===== src/cng_pkg.sv =====
// package: constants and types of the can node state and guarding block
package cng_pkg;
  // timing
  localparam int unsigned CLK_PERIOD_NS = 25;
  localparam int unsigned MS_NS = 1_000_000;
  localparam int unsigned MS_CYCLES = (MS_NS + CLK_PERIOD_NS - 1) / CLK_PERIOD_NS;
  localparam int unsigned INIT_CYCLES = 16;
  // frame identifiers and lengths
  localparam logic [10:0] ID_NMT = 11'h000;
  localparam logic [10:0] ID_GUARD_BASE = 11'h700;
  localparam logic [3:0] DLC_NMT = 4'h2;
  localparam logic [3:0] DLC_REQ = 4'h0;
  localparam logic [3:0] DLC_REPLY = 4'h1;
  localparam logic [7:0] BOOT_DATA = 8'h00;
  // command codes and destinations
  localparam logic [7:0] CMD_START = 8'h01;
  localparam logic [7:0] CMD_STOP = 8'h02;
  localparam logic [7:0] CMD_PREOP = 8'h80;
  localparam logic [7:0] CMD_RST_NODE = 8'h81;
  localparam logic [7:0] CMD_RST_COMM = 8'h82;
  localparam logic [7:0] DEST_ALL = 8'h00;
  // state codes in the guard reply
  localparam logic [6:0] CODE_INIT = 7'h00;
  localparam logic [6:0] CODE_STOP = 7'h04;
  localparam logic [6:0] CODE_OPER = 7'h05;
  localparam logic [6:0] CODE_PREOP = 7'h7f;
  // register indices; byte address is four times the index
  localparam logic [15:0] IDX_GUARD_INTERVAL = 16'h100c;
  localparam logic [15:0] IDX_LIFE_FACTOR = 16'h100d;
  localparam logic [15:0] IDX_CTRL = 16'h1010;
  localparam logic [15:0] IDX_STATUS = 16'h1011;
  localparam logic [31:0] ADDR_GUARD_INTERVAL = {14'h0000, IDX_GUARD_INTERVAL, 2'b00};
  localparam logic [31:0] ADDR_LIFE_FACTOR = {14'h0000, IDX_LIFE_FACTOR, 2'b00};
  localparam logic [31:0] ADDR_CTRL = {14'h0000, IDX_CTRL, 2'b00};
  localparam logic [31:0] ADDR_STATUS = {14'h0000, IDX_STATUS, 2'b00};
  // field positions
  localparam int unsigned CTRL_NODE_LSB = 0;
  localparam int unsigned CTRL_HB_BIT = 8;
  localparam int unsigned STAT_CODE_LSB = 0;
  localparam int unsigned STAT_ALARM_BIT = 8;
  localparam int unsigned STAT_TOGGLE_BIT = 9;
  localparam int unsigned STAT_ACTIVE_BIT = 10;
  localparam int unsigned STAT_ENABLE_BIT = 11;
  // reset values
  localparam logic [15:0] GUARD_INTERVAL_RST = 16'h0000;
  localparam logic [7:0] LIFE_FACTOR_RST = 8'h00;
  localparam logic [6:0] NODE_ID_RST = 7'h00;

  typedef enum logic [4:0] {
    CNG_INIT = 5'b0_0001,
    CNG_BOOT = 5'b0_0010,
    CNG_PREOP = 5'b0_0100,
    CNG_OPER = 5'b0_1000,
    CNG_STOP = 5'b1_0000
  } cng_state_t;

  typedef struct packed {
    logic valid;
    logic rtr;
    logic [10:0] id;
    logic [3:0] dlc;
    logic [7:0] d0;
    logic [7:0] d1;
  } cng_rx_t;

  typedef struct packed {
    logic [10:0] id;
    logic [3:0] dlc;
    logic [7:0] d0;
  } cng_tx_t;

  typedef struct packed {
    logic pdo;
    logic sdo;
    logic sync;
    logic emcy;
    logic nmt;
  } cng_permit_t;
endpackage : cng_pkg


===== src/cng_ms_tick.sv =====
// one-millisecond tick divider
`timescale 1ns/1ps
module cng_ms_tick #(
  parameter int unsigned TICK_CYCLES = cng_pkg::MS_CYCLES
) (
  // clock and reset
  input wire logic clk,
  input wire logic rst_n,
  // tick out
  output logic tick
);
  localparam int unsigned CW = $clog2(TICK_CYCLES + 1);
  localparam logic [CW-1:0] LAST = CW'(TICK_CYCLES - 1);

  typedef struct packed {
    logic [CW-1:0] cnt;
    logic tick;
  } cng_tick_st_t;

  cng_tick_st_t st_reg;
  cng_tick_st_t st_next;

  always_comb begin
    st_next = st_reg;
    st_next.tick = 1'b0;
    if (st_reg.cnt == LAST) begin
      st_next.cnt = '0;
      st_next.tick = 1'b1; // [RULE_23]
    end else begin
      st_next.cnt = st_reg.cnt + CW'(1);
    end
  end

  always_ff @(posedge clk or negedge rst_n) begin
    if (!rst_n) begin
      st_reg <= '0;
    end else begin
      st_reg <= st_next;
    end
  end

  assign tick = st_reg.tick;
endmodule : cng_ms_tick


===== src/cng_guard_timer.sv =====
// guard supervision timer: interval counter and missed-interval counter
`timescale 1ns/1ps
module cng_guard_timer (
  // clock and reset
  input wire logic clk,
  input wire logic rst_n,
  // control
  input wire logic enable,
  input wire logic restart,
  input wire logic tick,
  input wire logic [15:0] interval_ms,
  input wire logic [7:0] life,
  // status
  output logic active,
  output logic timeout
);
  typedef struct packed {
    logic active;
    logic [15:0] ms;
    logic [7:0] miss;
    logic timeout;
  } cng_gt_st_t;

  cng_gt_st_t st_reg;
  cng_gt_st_t st_next;

  always_comb begin
    st_next = st_reg;
    st_next.timeout = 1'b0;
    if (!enable) begin
      st_next.active = 1'b0; // [RULE_11]
    end else if (restart) begin
      st_next.active = 1'b1; // [RULE_12]
      st_next.ms = 16'h0000; // [RULE_23]
      st_next.miss = 8'h00;
    end else if (st_reg.active && tick) begin
      if (st_reg.ms + 16'h0001 >= interval_ms) begin
        st_next.ms = 16'h0000;
        st_next.miss = st_reg.miss + 8'h01;
        // total time is interval times life factor
        if (st_reg.miss + 8'h01 >= life) begin
          st_next.timeout = 1'b1; // [RULE_10]
          st_next.active = 1'b0;
        end
      end else begin
        st_next.ms = st_reg.ms + 16'h0001;
      end
    end
  end

  always_ff @(posedge clk or negedge rst_n) begin
    if (!rst_n) begin
      st_reg <= '0;
    end else begin
      st_reg <= st_next;
    end
  end

  assign active = st_reg.active;
  assign timeout = st_reg.timeout;
endmodule : cng_guard_timer


===== src/cng_node.sv =====
// can node state machine, command decode, message gating and node guarding
//
// Overview of operation
// [RULE_01] power-on enters init, then preoperational automatically
// [RULE_02] leaving init sends boot-up 700h+node, byte zero
// [RULE_03] init ignores bus traffic except final boot-up
// [RULE_04] command frame: id 00h, code, destination
// [RULE_05] codes 1,2,128,129,130 select state or reset
// [RULE_06] act only for destination 0 or own node
// [RULE_07] commands are never answered
// [RULE_08] node reset restarts all; comm reset reinitializes link
// [RULE_09] per-state gating of process, service, sync, emergency, management
// [RULE_10] supervision time is interval times life factor
// [RULE_11] zero interval or life factor disables supervision
// [RULE_12] timing starts at first guard request
// [RULE_13] master requests are remote frames 700h+node
// [RULE_14] master sends guard requests periodically
// [RULE_15] answer each guard request with 700h+node
// [RULE_16] reply bits 6:0 carry 4, 5 or 127
// [RULE_17] reply bit 7 toggles every reply
// [RULE_18] timeout forces preoperational and raises loss alarm
// [RULE_19] guarding stays active in stopped state
// [RULE_20] re-enabling supervision clears the loss alarm
// [RULE_21] guard interval down to 1 ms accepted
// [RULE_22] heartbeat and guarding never both enabled
// [RULE_23] millisecond tick drives interval, restarted per request
`timescale 1ns/1ps
module cng_node #(
  parameter int unsigned TICK_CYCLES = cng_pkg::MS_CYCLES,
  parameter int unsigned INIT_CYCLES = cng_pkg::INIT_CYCLES
) (
  // clock and reset
  input wire logic clk,
  input wire logic rst_n,
  // ahb-lite slave
  input wire logic hsel,
  input wire logic [31:0] haddr,
  input wire logic [1:0] htrans,
  input wire logic hwrite,
  input wire logic [2:0] hsize,
  input wire logic [31:0] hwdata,
  input wire logic hready,
  output logic hreadyout,
  output logic hresp,
  output logic [31:0] hrdata,
  // frames from the can controller
  input wire cng_pkg::cng_rx_t rx,
  // frames to the can controller
  output logic tx_valid,
  input wire logic tx_ready,
  output cng_pkg::cng_tx_t tx,
  // message gating and indications
  output cng_pkg::cng_permit_t permit,
  output logic guard_loss_alarm,
  output logic device_reset_req,
  output logic comm_reset_pulse
);
  localparam logic [7:0] INIT_LOAD = 8'(INIT_CYCLES - 1);

  typedef struct packed {
    cng_pkg::cng_state_t state;
    logic [7:0] init_cnt;
    logic [15:0] guard_interval;
    logic [7:0] life_factor;
    logic [6:0] node_id;
    logic hb_en;
    logic wr_pend;
    logic [31:0] addr;
    logic [31:0] rdata;
    logic tx_valid;
    logic tx_is_reply;
    cng_pkg::cng_tx_t tx;
    logic reply_pend;
    logic toggle;
    logic alarm;
    logic sup_en_d;
    cng_pkg::cng_permit_t permit;
    logic dev_rst;
    logic comm_rst;
  } cng_node_st_t;

  cng_node_st_t st_reg;
  cng_node_st_t st_next;

  logic tick;
  logic sup_en;
  logic sup_active;
  logic sup_timeout;
  logic online;
  logic own_node;
  logic guard_req;
  logic nmt_cmd;
  logic [10:0] own_id;
  logic [6:0] code;

  cng_ms_tick #(
    .TICK_CYCLES(TICK_CYCLES)
  ) u_tick (
    .clk(clk),
    .rst_n(rst_n),
    .tick(tick)
  );

  cng_guard_timer u_guard (
    .clk(clk),
    .rst_n(rst_n),
    .enable(sup_en),
    .restart(guard_req),
    .tick(tick),
    .interval_ms(st_reg.guard_interval),
    .life(st_reg.life_factor),
    .active(sup_active),
    .timeout(sup_timeout)
  );

  // frame decode; init and boot states see no traffic
  always_comb begin
    online = (st_reg.state == cng_pkg::CNG_PREOP) || (st_reg.state == cng_pkg::CNG_OPER) ||
             (st_reg.state == cng_pkg::CNG_STOP); // [RULE_03]
    own_node = (st_reg.node_id != 7'h00);
    own_id = cng_pkg::ID_GUARD_BASE + {4'h0, st_reg.node_id};
    guard_req = online && own_node && rx.valid && rx.rtr && (rx.id == own_id) &&
                (rx.dlc == cng_pkg::DLC_REQ); // [RULE_13] [RULE_19]
    nmt_cmd = online && rx.valid && !rx.rtr && (rx.id == cng_pkg::ID_NMT) &&
              (rx.dlc == cng_pkg::DLC_NMT) && // [RULE_04]
              ((rx.d1 == cng_pkg::DEST_ALL) || (own_node && (rx.d1 == {1'b0, st_reg.node_id}))); // [RULE_06]
    // heartbeat enabled means guarding is held off; a 1 ms interval is legal
    sup_en = (st_reg.guard_interval != 16'h0000) && (st_reg.life_factor != 8'h00) &&
             !st_reg.hb_en && online; // [RULE_11] [RULE_21] [RULE_22]
    case (st_reg.state)
      cng_pkg::CNG_STOP: code = cng_pkg::CODE_STOP; // [RULE_16]
      cng_pkg::CNG_OPER: code = cng_pkg::CODE_OPER;
      cng_pkg::CNG_PREOP: code = cng_pkg::CODE_PREOP;
      default: code = cng_pkg::CODE_INIT;
    endcase
  end

  always_comb begin
    st_next = st_reg;
    st_next.dev_rst = 1'b0;
    st_next.comm_rst = 1'b0;
    st_next.sup_en_d = sup_en;

    // bus data phase: whole-word writes, status is read-only
    if (st_reg.wr_pend) begin
      case (st_reg.addr)
        cng_pkg::ADDR_GUARD_INTERVAL: st_next.guard_interval = hwdata[15:0];
        cng_pkg::ADDR_LIFE_FACTOR: st_next.life_factor = hwdata[7:0];
        cng_pkg::ADDR_CTRL: begin
          st_next.node_id = hwdata[cng_pkg::CTRL_NODE_LSB +: 7];
          st_next.hb_en = hwdata[cng_pkg::CTRL_HB_BIT];
        end
        default: ;
      endcase
    end
    st_next.wr_pend = hsel && htrans[1] && hready && hwrite;
    if (hsel && htrans[1] && hready) begin
      st_next.addr = haddr;
    end

    // transmit handshake; toggle moves only when a reply really leaves
    if (st_reg.tx_valid && tx_ready) begin
      st_next.tx_valid = 1'b0;
      if (st_reg.tx_is_reply) begin
        st_next.toggle = !st_reg.toggle; // [RULE_17]
      end
    end

    case (st_reg.state)
      cng_pkg::CNG_INIT: begin
        if (st_reg.init_cnt == 8'h00) begin
          st_next.state = cng_pkg::CNG_BOOT; // [RULE_01]
          st_next.tx_valid = 1'b1; // [RULE_02]
          st_next.tx_is_reply = 1'b0;
          st_next.tx.id = own_id;
          st_next.tx.dlc = cng_pkg::DLC_REPLY;
          st_next.tx.d0 = cng_pkg::BOOT_DATA;
        end else begin
          st_next.init_cnt = st_reg.init_cnt - 8'h01;
        end
      end
      cng_pkg::CNG_BOOT: begin
        if (st_reg.tx_valid && tx_ready) begin
          st_next.state = cng_pkg::CNG_PREOP; // [RULE_01]
        end
      end
      cng_pkg::CNG_PREOP,
      cng_pkg::CNG_OPER,
      cng_pkg::CNG_STOP: begin
        if (sup_timeout) begin
          st_next.state = cng_pkg::CNG_PREOP; // [RULE_18]
        end
        // commands are taken silently: nothing is queued for transmit
        if (nmt_cmd) begin // [RULE_07]
          case (rx.d0) // [RULE_05]
            cng_pkg::CMD_START: st_next.state = cng_pkg::CNG_OPER;
            cng_pkg::CMD_STOP: st_next.state = cng_pkg::CNG_STOP;
            cng_pkg::CMD_PREOP: st_next.state = cng_pkg::CNG_PREOP;
            cng_pkg::CMD_RST_NODE: begin
              st_next.dev_rst = 1'b1; // [RULE_08]
              st_next.node_id = cng_pkg::NODE_ID_RST;
              st_next.hb_en = 1'b0;
              st_next.alarm = 1'b0;
              st_next.comm_rst = 1'b1;
            end
            cng_pkg::CMD_RST_COMM: st_next.comm_rst = 1'b1; // [RULE_08]
            default: ;
          endcase
        end
        if (guard_req) begin
          st_next.reply_pend = 1'b1; // [RULE_15]
        end
      end
      default: st_next.state = cng_pkg::CNG_INIT;
    endcase

    // load a pending guard reply into the idle transmit slot
    if (online && st_reg.reply_pend && !st_reg.tx_valid) begin
      st_next.tx_valid = 1'b1; // [RULE_15]
      st_next.tx_is_reply = 1'b1;
      st_next.tx.id = own_id;
      st_next.tx.dlc = cng_pkg::DLC_REPLY;
      st_next.tx.d0 = {st_reg.toggle, code}; // [RULE_16] [RULE_17]
      st_next.reply_pend = guard_req; // a request in this cycle is kept
    end

    // communication reset: objects back to defaults, through init again
    if (st_next.comm_rst) begin
      st_next.state = cng_pkg::CNG_INIT; // [RULE_08]
      st_next.init_cnt = INIT_LOAD;
      st_next.guard_interval = cng_pkg::GUARD_INTERVAL_RST;
      st_next.life_factor = cng_pkg::LIFE_FACTOR_RST;
      st_next.tx_valid = 1'b0;
      st_next.reply_pend = 1'b0;
      st_next.toggle = 1'b0;
    end

    // alarm: clear on re-enable, set wins over clear
    if (sup_en && !st_reg.sup_en_d) begin
      st_next.alarm = 1'b0; // [RULE_20]
    end
    if (sup_timeout) begin
      st_next.alarm = 1'b1; // [RULE_18]
    end

    // gating from the next state so it switches with the state
    st_next.permit.pdo = (st_next.state == cng_pkg::CNG_OPER); // [RULE_09]
    st_next.permit.sdo = (st_next.state == cng_pkg::CNG_OPER) || (st_next.state == cng_pkg::CNG_PREOP);
    st_next.permit.sync = st_next.permit.sdo;
    st_next.permit.emcy = st_next.permit.sdo;
    st_next.permit.nmt = st_next.permit.sdo || (st_next.state == cng_pkg::CNG_STOP);

    // setting registers read from the updated copy so a write just before is seen; status fields come from the current state
    st_next.rdata = 32'h0000_0000;
    if (hsel && htrans[1] && hready && !hwrite) begin
      case (haddr)
        cng_pkg::ADDR_GUARD_INTERVAL: st_next.rdata[15:0] = st_next.guard_interval;
        cng_pkg::ADDR_LIFE_FACTOR: st_next.rdata[7:0] = st_next.life_factor;
        cng_pkg::ADDR_CTRL: begin
          st_next.rdata[cng_pkg::CTRL_NODE_LSB +: 7] = st_next.node_id;
          st_next.rdata[cng_pkg::CTRL_HB_BIT] = st_next.hb_en;
        end
        cng_pkg::ADDR_STATUS: begin
          st_next.rdata[cng_pkg::STAT_CODE_LSB +: 7] = code;
          st_next.rdata[cng_pkg::STAT_ALARM_BIT] = st_reg.alarm;
          st_next.rdata[cng_pkg::STAT_TOGGLE_BIT] = st_reg.toggle;
          st_next.rdata[cng_pkg::STAT_ACTIVE_BIT] = sup_active;
          st_next.rdata[cng_pkg::STAT_ENABLE_BIT] = sup_en;
        end
        default: ;
      endcase
    end
  end

  always_ff @(posedge clk or negedge rst_n) begin
    if (!rst_n) begin
      st_reg <= '0;
      st_reg.state <= cng_pkg::CNG_INIT; // [RULE_01]
      st_reg.init_cnt <= INIT_LOAD;
      st_reg.guard_interval <= cng_pkg::GUARD_INTERVAL_RST;
      st_reg.life_factor <= cng_pkg::LIFE_FACTOR_RST;
      st_reg.node_id <= cng_pkg::NODE_ID_RST;
    end else begin
      st_reg <= st_next;
    end
  end

  // zero wait states, always okay
  assign hreadyout = 1'b1;
  assign hresp = 1'b0;
  assign hrdata = st_reg.rdata;
  assign tx_valid = st_reg.tx_valid;
  assign tx = st_reg.tx;
  assign permit = st_reg.permit;
  assign guard_loss_alarm = st_reg.alarm;
  assign device_reset_req = st_reg.dev_rst;
  assign comm_reset_pulse = st_reg.comm_rst;
endmodule : cng_node


===== config.mk =====
export PLATFORM = sky130hd
export DESIGN_NAME = cng_node
export DESIGN_NICKNAME = d
export VERILOG_FILES = /design/src/cng_pkg.sv /design/src/cng_ms_tick.sv /design/src/cng_guard_timer.sv /design/src/cng_node.sv
export SDC_FILE = /design/constraint.sdc
export NUM_CORES = 1
export LEC_CHECK = 0
export ABC_CLOCK_PERIOD_IN_PS = 7100
export BUFFER_PORTS_ARGS = -buffer_cell sky130_fd_sc_hd__clkbuf_2
export CAP_MARGIN = 40
export CORE_UTILIZATION = 45
export DETAILED_ROUTE_END_ITERATION = 10
export MAX_ROUTING_LAYER = met4
export PLACE_DENSITY = 0.74
export SETUP_SLACK_MARGIN = 0.2
export SYNTH_ARGS = -nofsm -noshare
export SYNTH_HDL_FRONTEND = slang
export SYNTH_SLANG_ARGS = --single-unit

===== constraint.sdc =====
create_clock -name clk -period 7.1 [get_ports clk]
set_input_delay 1.42 -clock clk [delete_from_list [all_inputs] [get_ports clk]]
set_output_delay 1.42 -clock clk [all_outputs]
set_load 0.01 [all_outputs]

* After elaboration in Yosys (flattened, before gate mapping)
Index checks and enable logic that the tools add are counted.
** Cells by class
- Eq/ne operators :: 28
- Add/sub/neg operators :: 5
- Reductions and logical operators :: 63
- Multiplexer cells :: 54
- $lt $le $gt $ge :: 2
** Operators with widths (count)
- $eq A32 B15 Y1 const B :: 7
- $mux W25 :: 3
- $mux W16 :: 4
- $mux W8 :: 7
- $mux W26 :: 2
- $mux W37 :: 1
- $add A16 B1 Y16 const B :: 2
- $mux W32 :: 1
- $pmux W5 S3 :: 2
- $pmux W7 S4 :: 1
- $eq A8 B8 Y1 const B :: 3
- $logic_and A1 B1 Y1 :: 23
- $pmux W7 S3 :: 1
- $mux W1 :: 20
- $mux W5 :: 4
- $eq A16 B16 Y1 const B :: 1
- $ge A16 B16 Y1 :: 1
- $logic_not A8 Y1 :: 2
- $reduce_bool A16 Y1 :: 1
- $reduce_bool A3 Y1 :: 5
- $reduce_bool A2 Y1 :: 7
- $eq A11 B11 Y1 :: 1
- $logic_not A11 Y1 :: 1
- $add A9 B8 Y10 const A :: 1
- other kinds (29) :: 51
** Storage, ports and cells
- Input port bits :: 108
- Flip-flop bits (word level) :: 171
- Logic and storage cells :: 181

* Longest topological paths before layout
- Depth in word-level cells :: 14
- Mapped depth :: 16
- Mapped depth without buffers :: 14

* Cells and area by module
Synthesis repeated with hierarchy kept, for this count alone.
** Unflattened totals
- Cell total of the unflattened synthesis :: 834
- Area total of the unflattened synthesis :: 8750.9 µm²
** By module, submodules not included
- cng_node :: area an instance 5869.4 µm², times used 1, cells each 525
- cng_guard_timer :: area an instance 2113.3 µm², times used 1, cells each 239
- cng_ms_tick :: area an instance 768.2 µm², times used 1, cells each 70

* Worst setup path before layout
Ideal clock, no wire load.
- Path type :: register to register
- Start :: register u_guard.st_reg[11] (netlist name)
- End :: register u_guard.st_reg[14] (netlist name)
- Library setup time :: 82 ps
- Arrival time :: 3530 ps
- Setup slack :: 3488 ps
- Cell stages (with the launch flop) :: 15
- Cells stage by stage :: dfrtp_1 -> nand3_1 -> nor4b_1 -> nand3_1 -> nor2_1 -> xor2_1 -> ha_1 -> a21oi_1 -> o21ai_0 -> a2111oi_0 -> o211ai_1 -> nand2_1 -> clkbuf_1 -> nand4b_1 -> a31oi_1
** Between the ends
- Word-level cells in the longest chain between the ends :: 5
** RTL lines
- start: declaration :: line cng_guard_timer.sv:24 : cng_gt_st_t st_reg;
- start signal: assignment :: line cng_guard_timer.sv:55 : st_reg <= st_next;
- $add A16 B1 Y16 (*) :: line cng_guard_timer.sv:37, cng_guard_timer.sv:46
- $ge A16 B16 Y1 :: line cng_guard_timer.sv:37 : if (st_reg.ms + 16'h0001 >= interval_ms) begin
- $mux W16 (*) :: line cng_guard_timer.sv:37
- $mux W26 (*) :: line cng_guard_timer.sv:36 : end else if (st_reg.active && tick) begin
- $mux W25 (*) :: line cng_guard_timer.sv:32 : end else if (restart) begin
Every way passes the cells marked *; elsewhere a longest branch is shown, timed or not. The select of a mux whose other input is x is not followed.
A chain may end at the register's enable or synchronous reset.

* Final worst setup path
- Start :: register u_guard.st_reg[9] (netlist name)
- End :: register u_guard.st_reg[1] (netlist name)
** Between the ends
- Word-level cells in the longest chain between the ends :: 4
** RTL lines (line)
- $add A16 B1 Y16 :: cng_guard_timer.sv:37
- $ge A16 B16 Y1 :: cng_guard_timer.sv:37
- $reduce_bool A2 Y1 (no source line)
- $reduce_and A3 Y1 (no source line)
Every way passes these cells.

==> flow_metrics.env <==
export IMPL_outcome="finished clean"
export IMPL_ys_seq_elements=160
export IMPL_slew_headroom=0.405
export IMPL_crit_end="u_guard.st_reg[1]"
export IMPL_ant_nets=0
export IMPL_critPathLaunchType="flip-flop"
export IMPL_leakagePower_nw=4.59
export IMPL_max_stage_delay_ns=0.74
export IMPL_pwr_share_clk=0.456
export IMPL_grt_max_degree=84
export IMPL_r2r_end="u_guard.st_reg[1]"
export IMPL_gp_congestion=0.818
export IMPL_grt_pass1_wl_um=32800
export IMPL_drc_errors=0
export IMPL_grt_pass1_vias=6356
export IMPL_finalHoldViolations=0
export IMPL_design_area_mm2=0.00977
export IMPL_dr_pass1_iters=5
export IMPL_cts_tree="yes"
export IMPL_period_share=0.698
export IMPL_grt_remaining_overflow=0
export IMPL_syn_to_final_growth_pct=13.6
export IMPL_synth_edff_count=0
export IMPL_p_int_w=0.00154
export IMPL_whs_ns=0.475
export IMPL_critPathLaunch="u_guard.st_reg[9]"
export IMPL_p_per_area_mw_per_mm2=206
export IMPL_fin_skew_ns=0.0118
export IMPL_place_area_mm2=0.00917
export IMPL_numCtsBuffers=17
export IMPL_syn_area_per_cell_um2=10.2
export IMPL_worstPathArrival_ns=5.26
export IMPL_post_cts_buffers=0
export IMPL_cts_sinks=160
export IMPL_vias=6505
export IMPL_cp_required_ns=7.41
export IMPL_routedWlPerCell_um=16.7
export IMPL_post_cts_resized=0
export IMPL_tightest_slew_ns=0.890
export IMPL_sw_frac_of_total=0.235
export IMPL_cp_end_kind="flip-flop"
export IMPL_irDropWorstVdd_v=0.000181
export IMPL_hold_class="reg -> reg"
export IMPL_grt_usage=0.221
export IMPL_pwr_share_comb=0.061
export IMPL_largest_reg_flops=82
export IMPL_nets=1069
export IMPL_drt_total_wl_um=19800
export IMPL_start_util=0.460
export IMPL_dieWidth_um=140
export IMPL_cp_slowest_cell="nand2_1"
export IMPL_drv_cap=0
export IMPL_r2r_slack_ns=2.15
export IMPL_final_setup_worst_slack_ns=2.15
export IMPL_crit_top_cell="nand3_1"
export IMPL_drv_slew=0
export IMPL_die_h_um=140
export IMPL_grt_setup_unrepaired="false"
export IMPL_critPathKind="reg -> reg"
export IMPL_power_switching_w=0.000474
export IMPL_netlist_area_mm2=0.00860
export IMPL_drtIter0Drc=328
export IMPL_synthCells=840
export IMPL_pre_cts_slack_ns=2.24
export IMPL_ys_seq_area_frac=0.467
export IMPL_dp_hpwl_um=14800
export IMPL_hold_buffers=0
export IMPL_period_minus_slack_ns=4.95
export IMPL_antenna_found_initial=4
export IMPL_synthDistinctLibCells=61
export IMPL_drive_gt1_frac=0.238
export IMPL_ys_warn_count=0
export IMPL_synthFlopType="dfrtp_1"
export IMPL_cts_htree_levels=4
export IMPL_core_area_mm2=0.0187
export IMPL_rr_startpoint="u_guard.st_reg[9]"
export IMPL_seq_power_share=0.483
export IMPL_viasPerCell=5.49
export IMPL_die_area_mm2=0.0197
export IMPL_rr_worst_depth=13
export IMPL_fmax_mhz=202
export IMPL_max_clock_path_buffers=2
export IMPL_num_io_pins=174
export IMPL_clk_latency_ns=0.43
export IMPL_crit_chain="nand3_1 -> nor4b_1 -> nand3_1 -> nor2_1 -> xor2_1 -> ha_1 -> a21oi_1 -> o21ai_0 -> a2111oi_0 -> o211ai_1 -> nand2_1 -> nor2b_1 -> mux2_2"
export IMPL_rows=50
export IMPL_io_buffers=131
export IMPL_cp_max_fo=27
export IMPL_final_setup_viol_count=0
export IMPL_cts_root_buf="clkbuf_16"
export IMPL_async_flop_share=1.00
export IMPL_clk_pin_slew_ns=0.07
export IMPL_setup_tns_ns=0
[synthesized netlist by cell type (6+ instances only)]
master / n / area (µm²)
dfrtp_1: 155 / 3880
nor2_1: 90 / 338
buf_4: 63 / 473
nand2_1: 47 / 176
mux2_2: 40 / 450
inv_1: 36 / 135
mux2i_1: 32 / 320
xor2_1: 32 / 280
nand3_1: 31 / 155
nor4_1: 30 / 188
ha_1: 28 / 350
xnor2_1: 25 / 219
o21ai_0: 23 / 115
a21oi_1: 19 / 95.1
nor3_1: 18 / 90.1
clkbuf_1: 16 / 60.1
nand4_1: 14 / 87.6
and3_1: 12 / 75.1
a32o_1: 9 / 90.1
nand2b_1: 8 / 50.1
a22o_1: 7 / 61.3
a31oi_1: 7 / 43.8
nor2b_1: 7 / 43.8
o211ai_1: 6 / 45.0
[how the worst min path moves through the flow]
stage	end	slack, ns	cells past startpoint	start
floorplan	u_tick.st_reg[1]	0.43	1	u_tick.st_reg[1]
global placement	u_tick.st_reg[1]	0.45	1	u_tick.st_reg[1]
detailed placement	st_reg[34]	0.47	2	st_reg[34]
CTS	u_tick.st_reg[1]	0.48	1	u_tick.st_reg[1]
global route	u_tick.st_reg[1]	0.50	1	u_tick.st_reg[1]
finish	u_tick.st_reg[1]	0.48	1	u_tick.st_reg[1]
[power by group through the flow]
stage          combinational (W)  clock [W]  sequential (W)
3_3_place_gp            0.000119          0        0.000987
2_1_floorplan          0.0000700          0        0.000981
4_1_cts                 0.000125   0.000935        0.000972
5_1_grt                 0.000138   0.000981        0.000977
3_5_place_dp            0.000124          0        0.000989
6_report                0.000122   0.000919        0.000972
[logic make-up after synthesis]
| kind of cell | after synthesis | synth area share |
|---|---|---|
| buffers and inverters | 122 | 0.0824 |
| AO/OA/AOI/OAI | 110 | 0.0914 |
| AND/OR/NAND/NOR | 289 | 0.170 |
| multiplexers | 72 | 0.0897 |
| XOR/XNOR | 57 | 0.0581 |
| adder cells (fa/ha/maj) | 28 | 0.0408 |
| flip-flops | 160 | 0.467 |
| other | 2 | 0.000874 |
[cell type report]
class,count,area (µm²)
sequential,160,4010
multi-input combinational,578,3970
tap,234,293
clock buffer,18,439
antenna,4,10.0
fill,1673,8940
inverter,36,135
clock inverter,14,153
timing repair buffer,140,762
[per-stage QoR]
stage	total power, W	utilization	instances
after CTS	0.00203	0.522	1180
after detailed placement	0.00111	0.490	1148
after floorplan	0.00105	-	860
after global routing	0.00210	0.522	1184
after global placement	0.00111	0.487	1144
final	0.00201	0.522	1184
[per-layer routing]
layer | vias up | global-route usage | routed length, µm
met3 | 29 | 0.0533 | 1300
met4 | 0 | 0.0769 | 318
met5 | - | - | 0
met1 | 3178 | 0.278 | 8790
li1 | 3094 | - | -
met2 | 204 | 0.349 | 9410
[cell usage in the layout, fill, tap and decap left out, drive strengths merged, types with 5 or more instances in the layout]
master and instances:
o2bb2ai 5, a31oi 7, xor2 32, a21oi 19
nor2 90, nand2b 8, a22o 7, xnor2 25
a32o 9, buf 10, nand2 47, or4 5
nor3 22, a22oi 5, o31a 5, o21ai 24
dfrtp 155, nor4 30, mux2 40, nand3 31
nand4 14, o211ai 6, and3 12, clkbuf 148
dfstp 5, conb 22, nor2b 7, inv 41
mux2i 32, ha 28
[critical path: cells and delay by family (launching register included)]
family,cells,cell delay (ns)
multiplexers,1,0.33
XOR/XNOR,1,0.19
adder cells (fa/ha/maj),1,0.28
AND/OR/NAND/NOR,6,2.36
flip-flops,1,0.42
AO/OA/AOI/OAI,4,1.25
No activity file was read; power rests on OpenSTA's default activity.
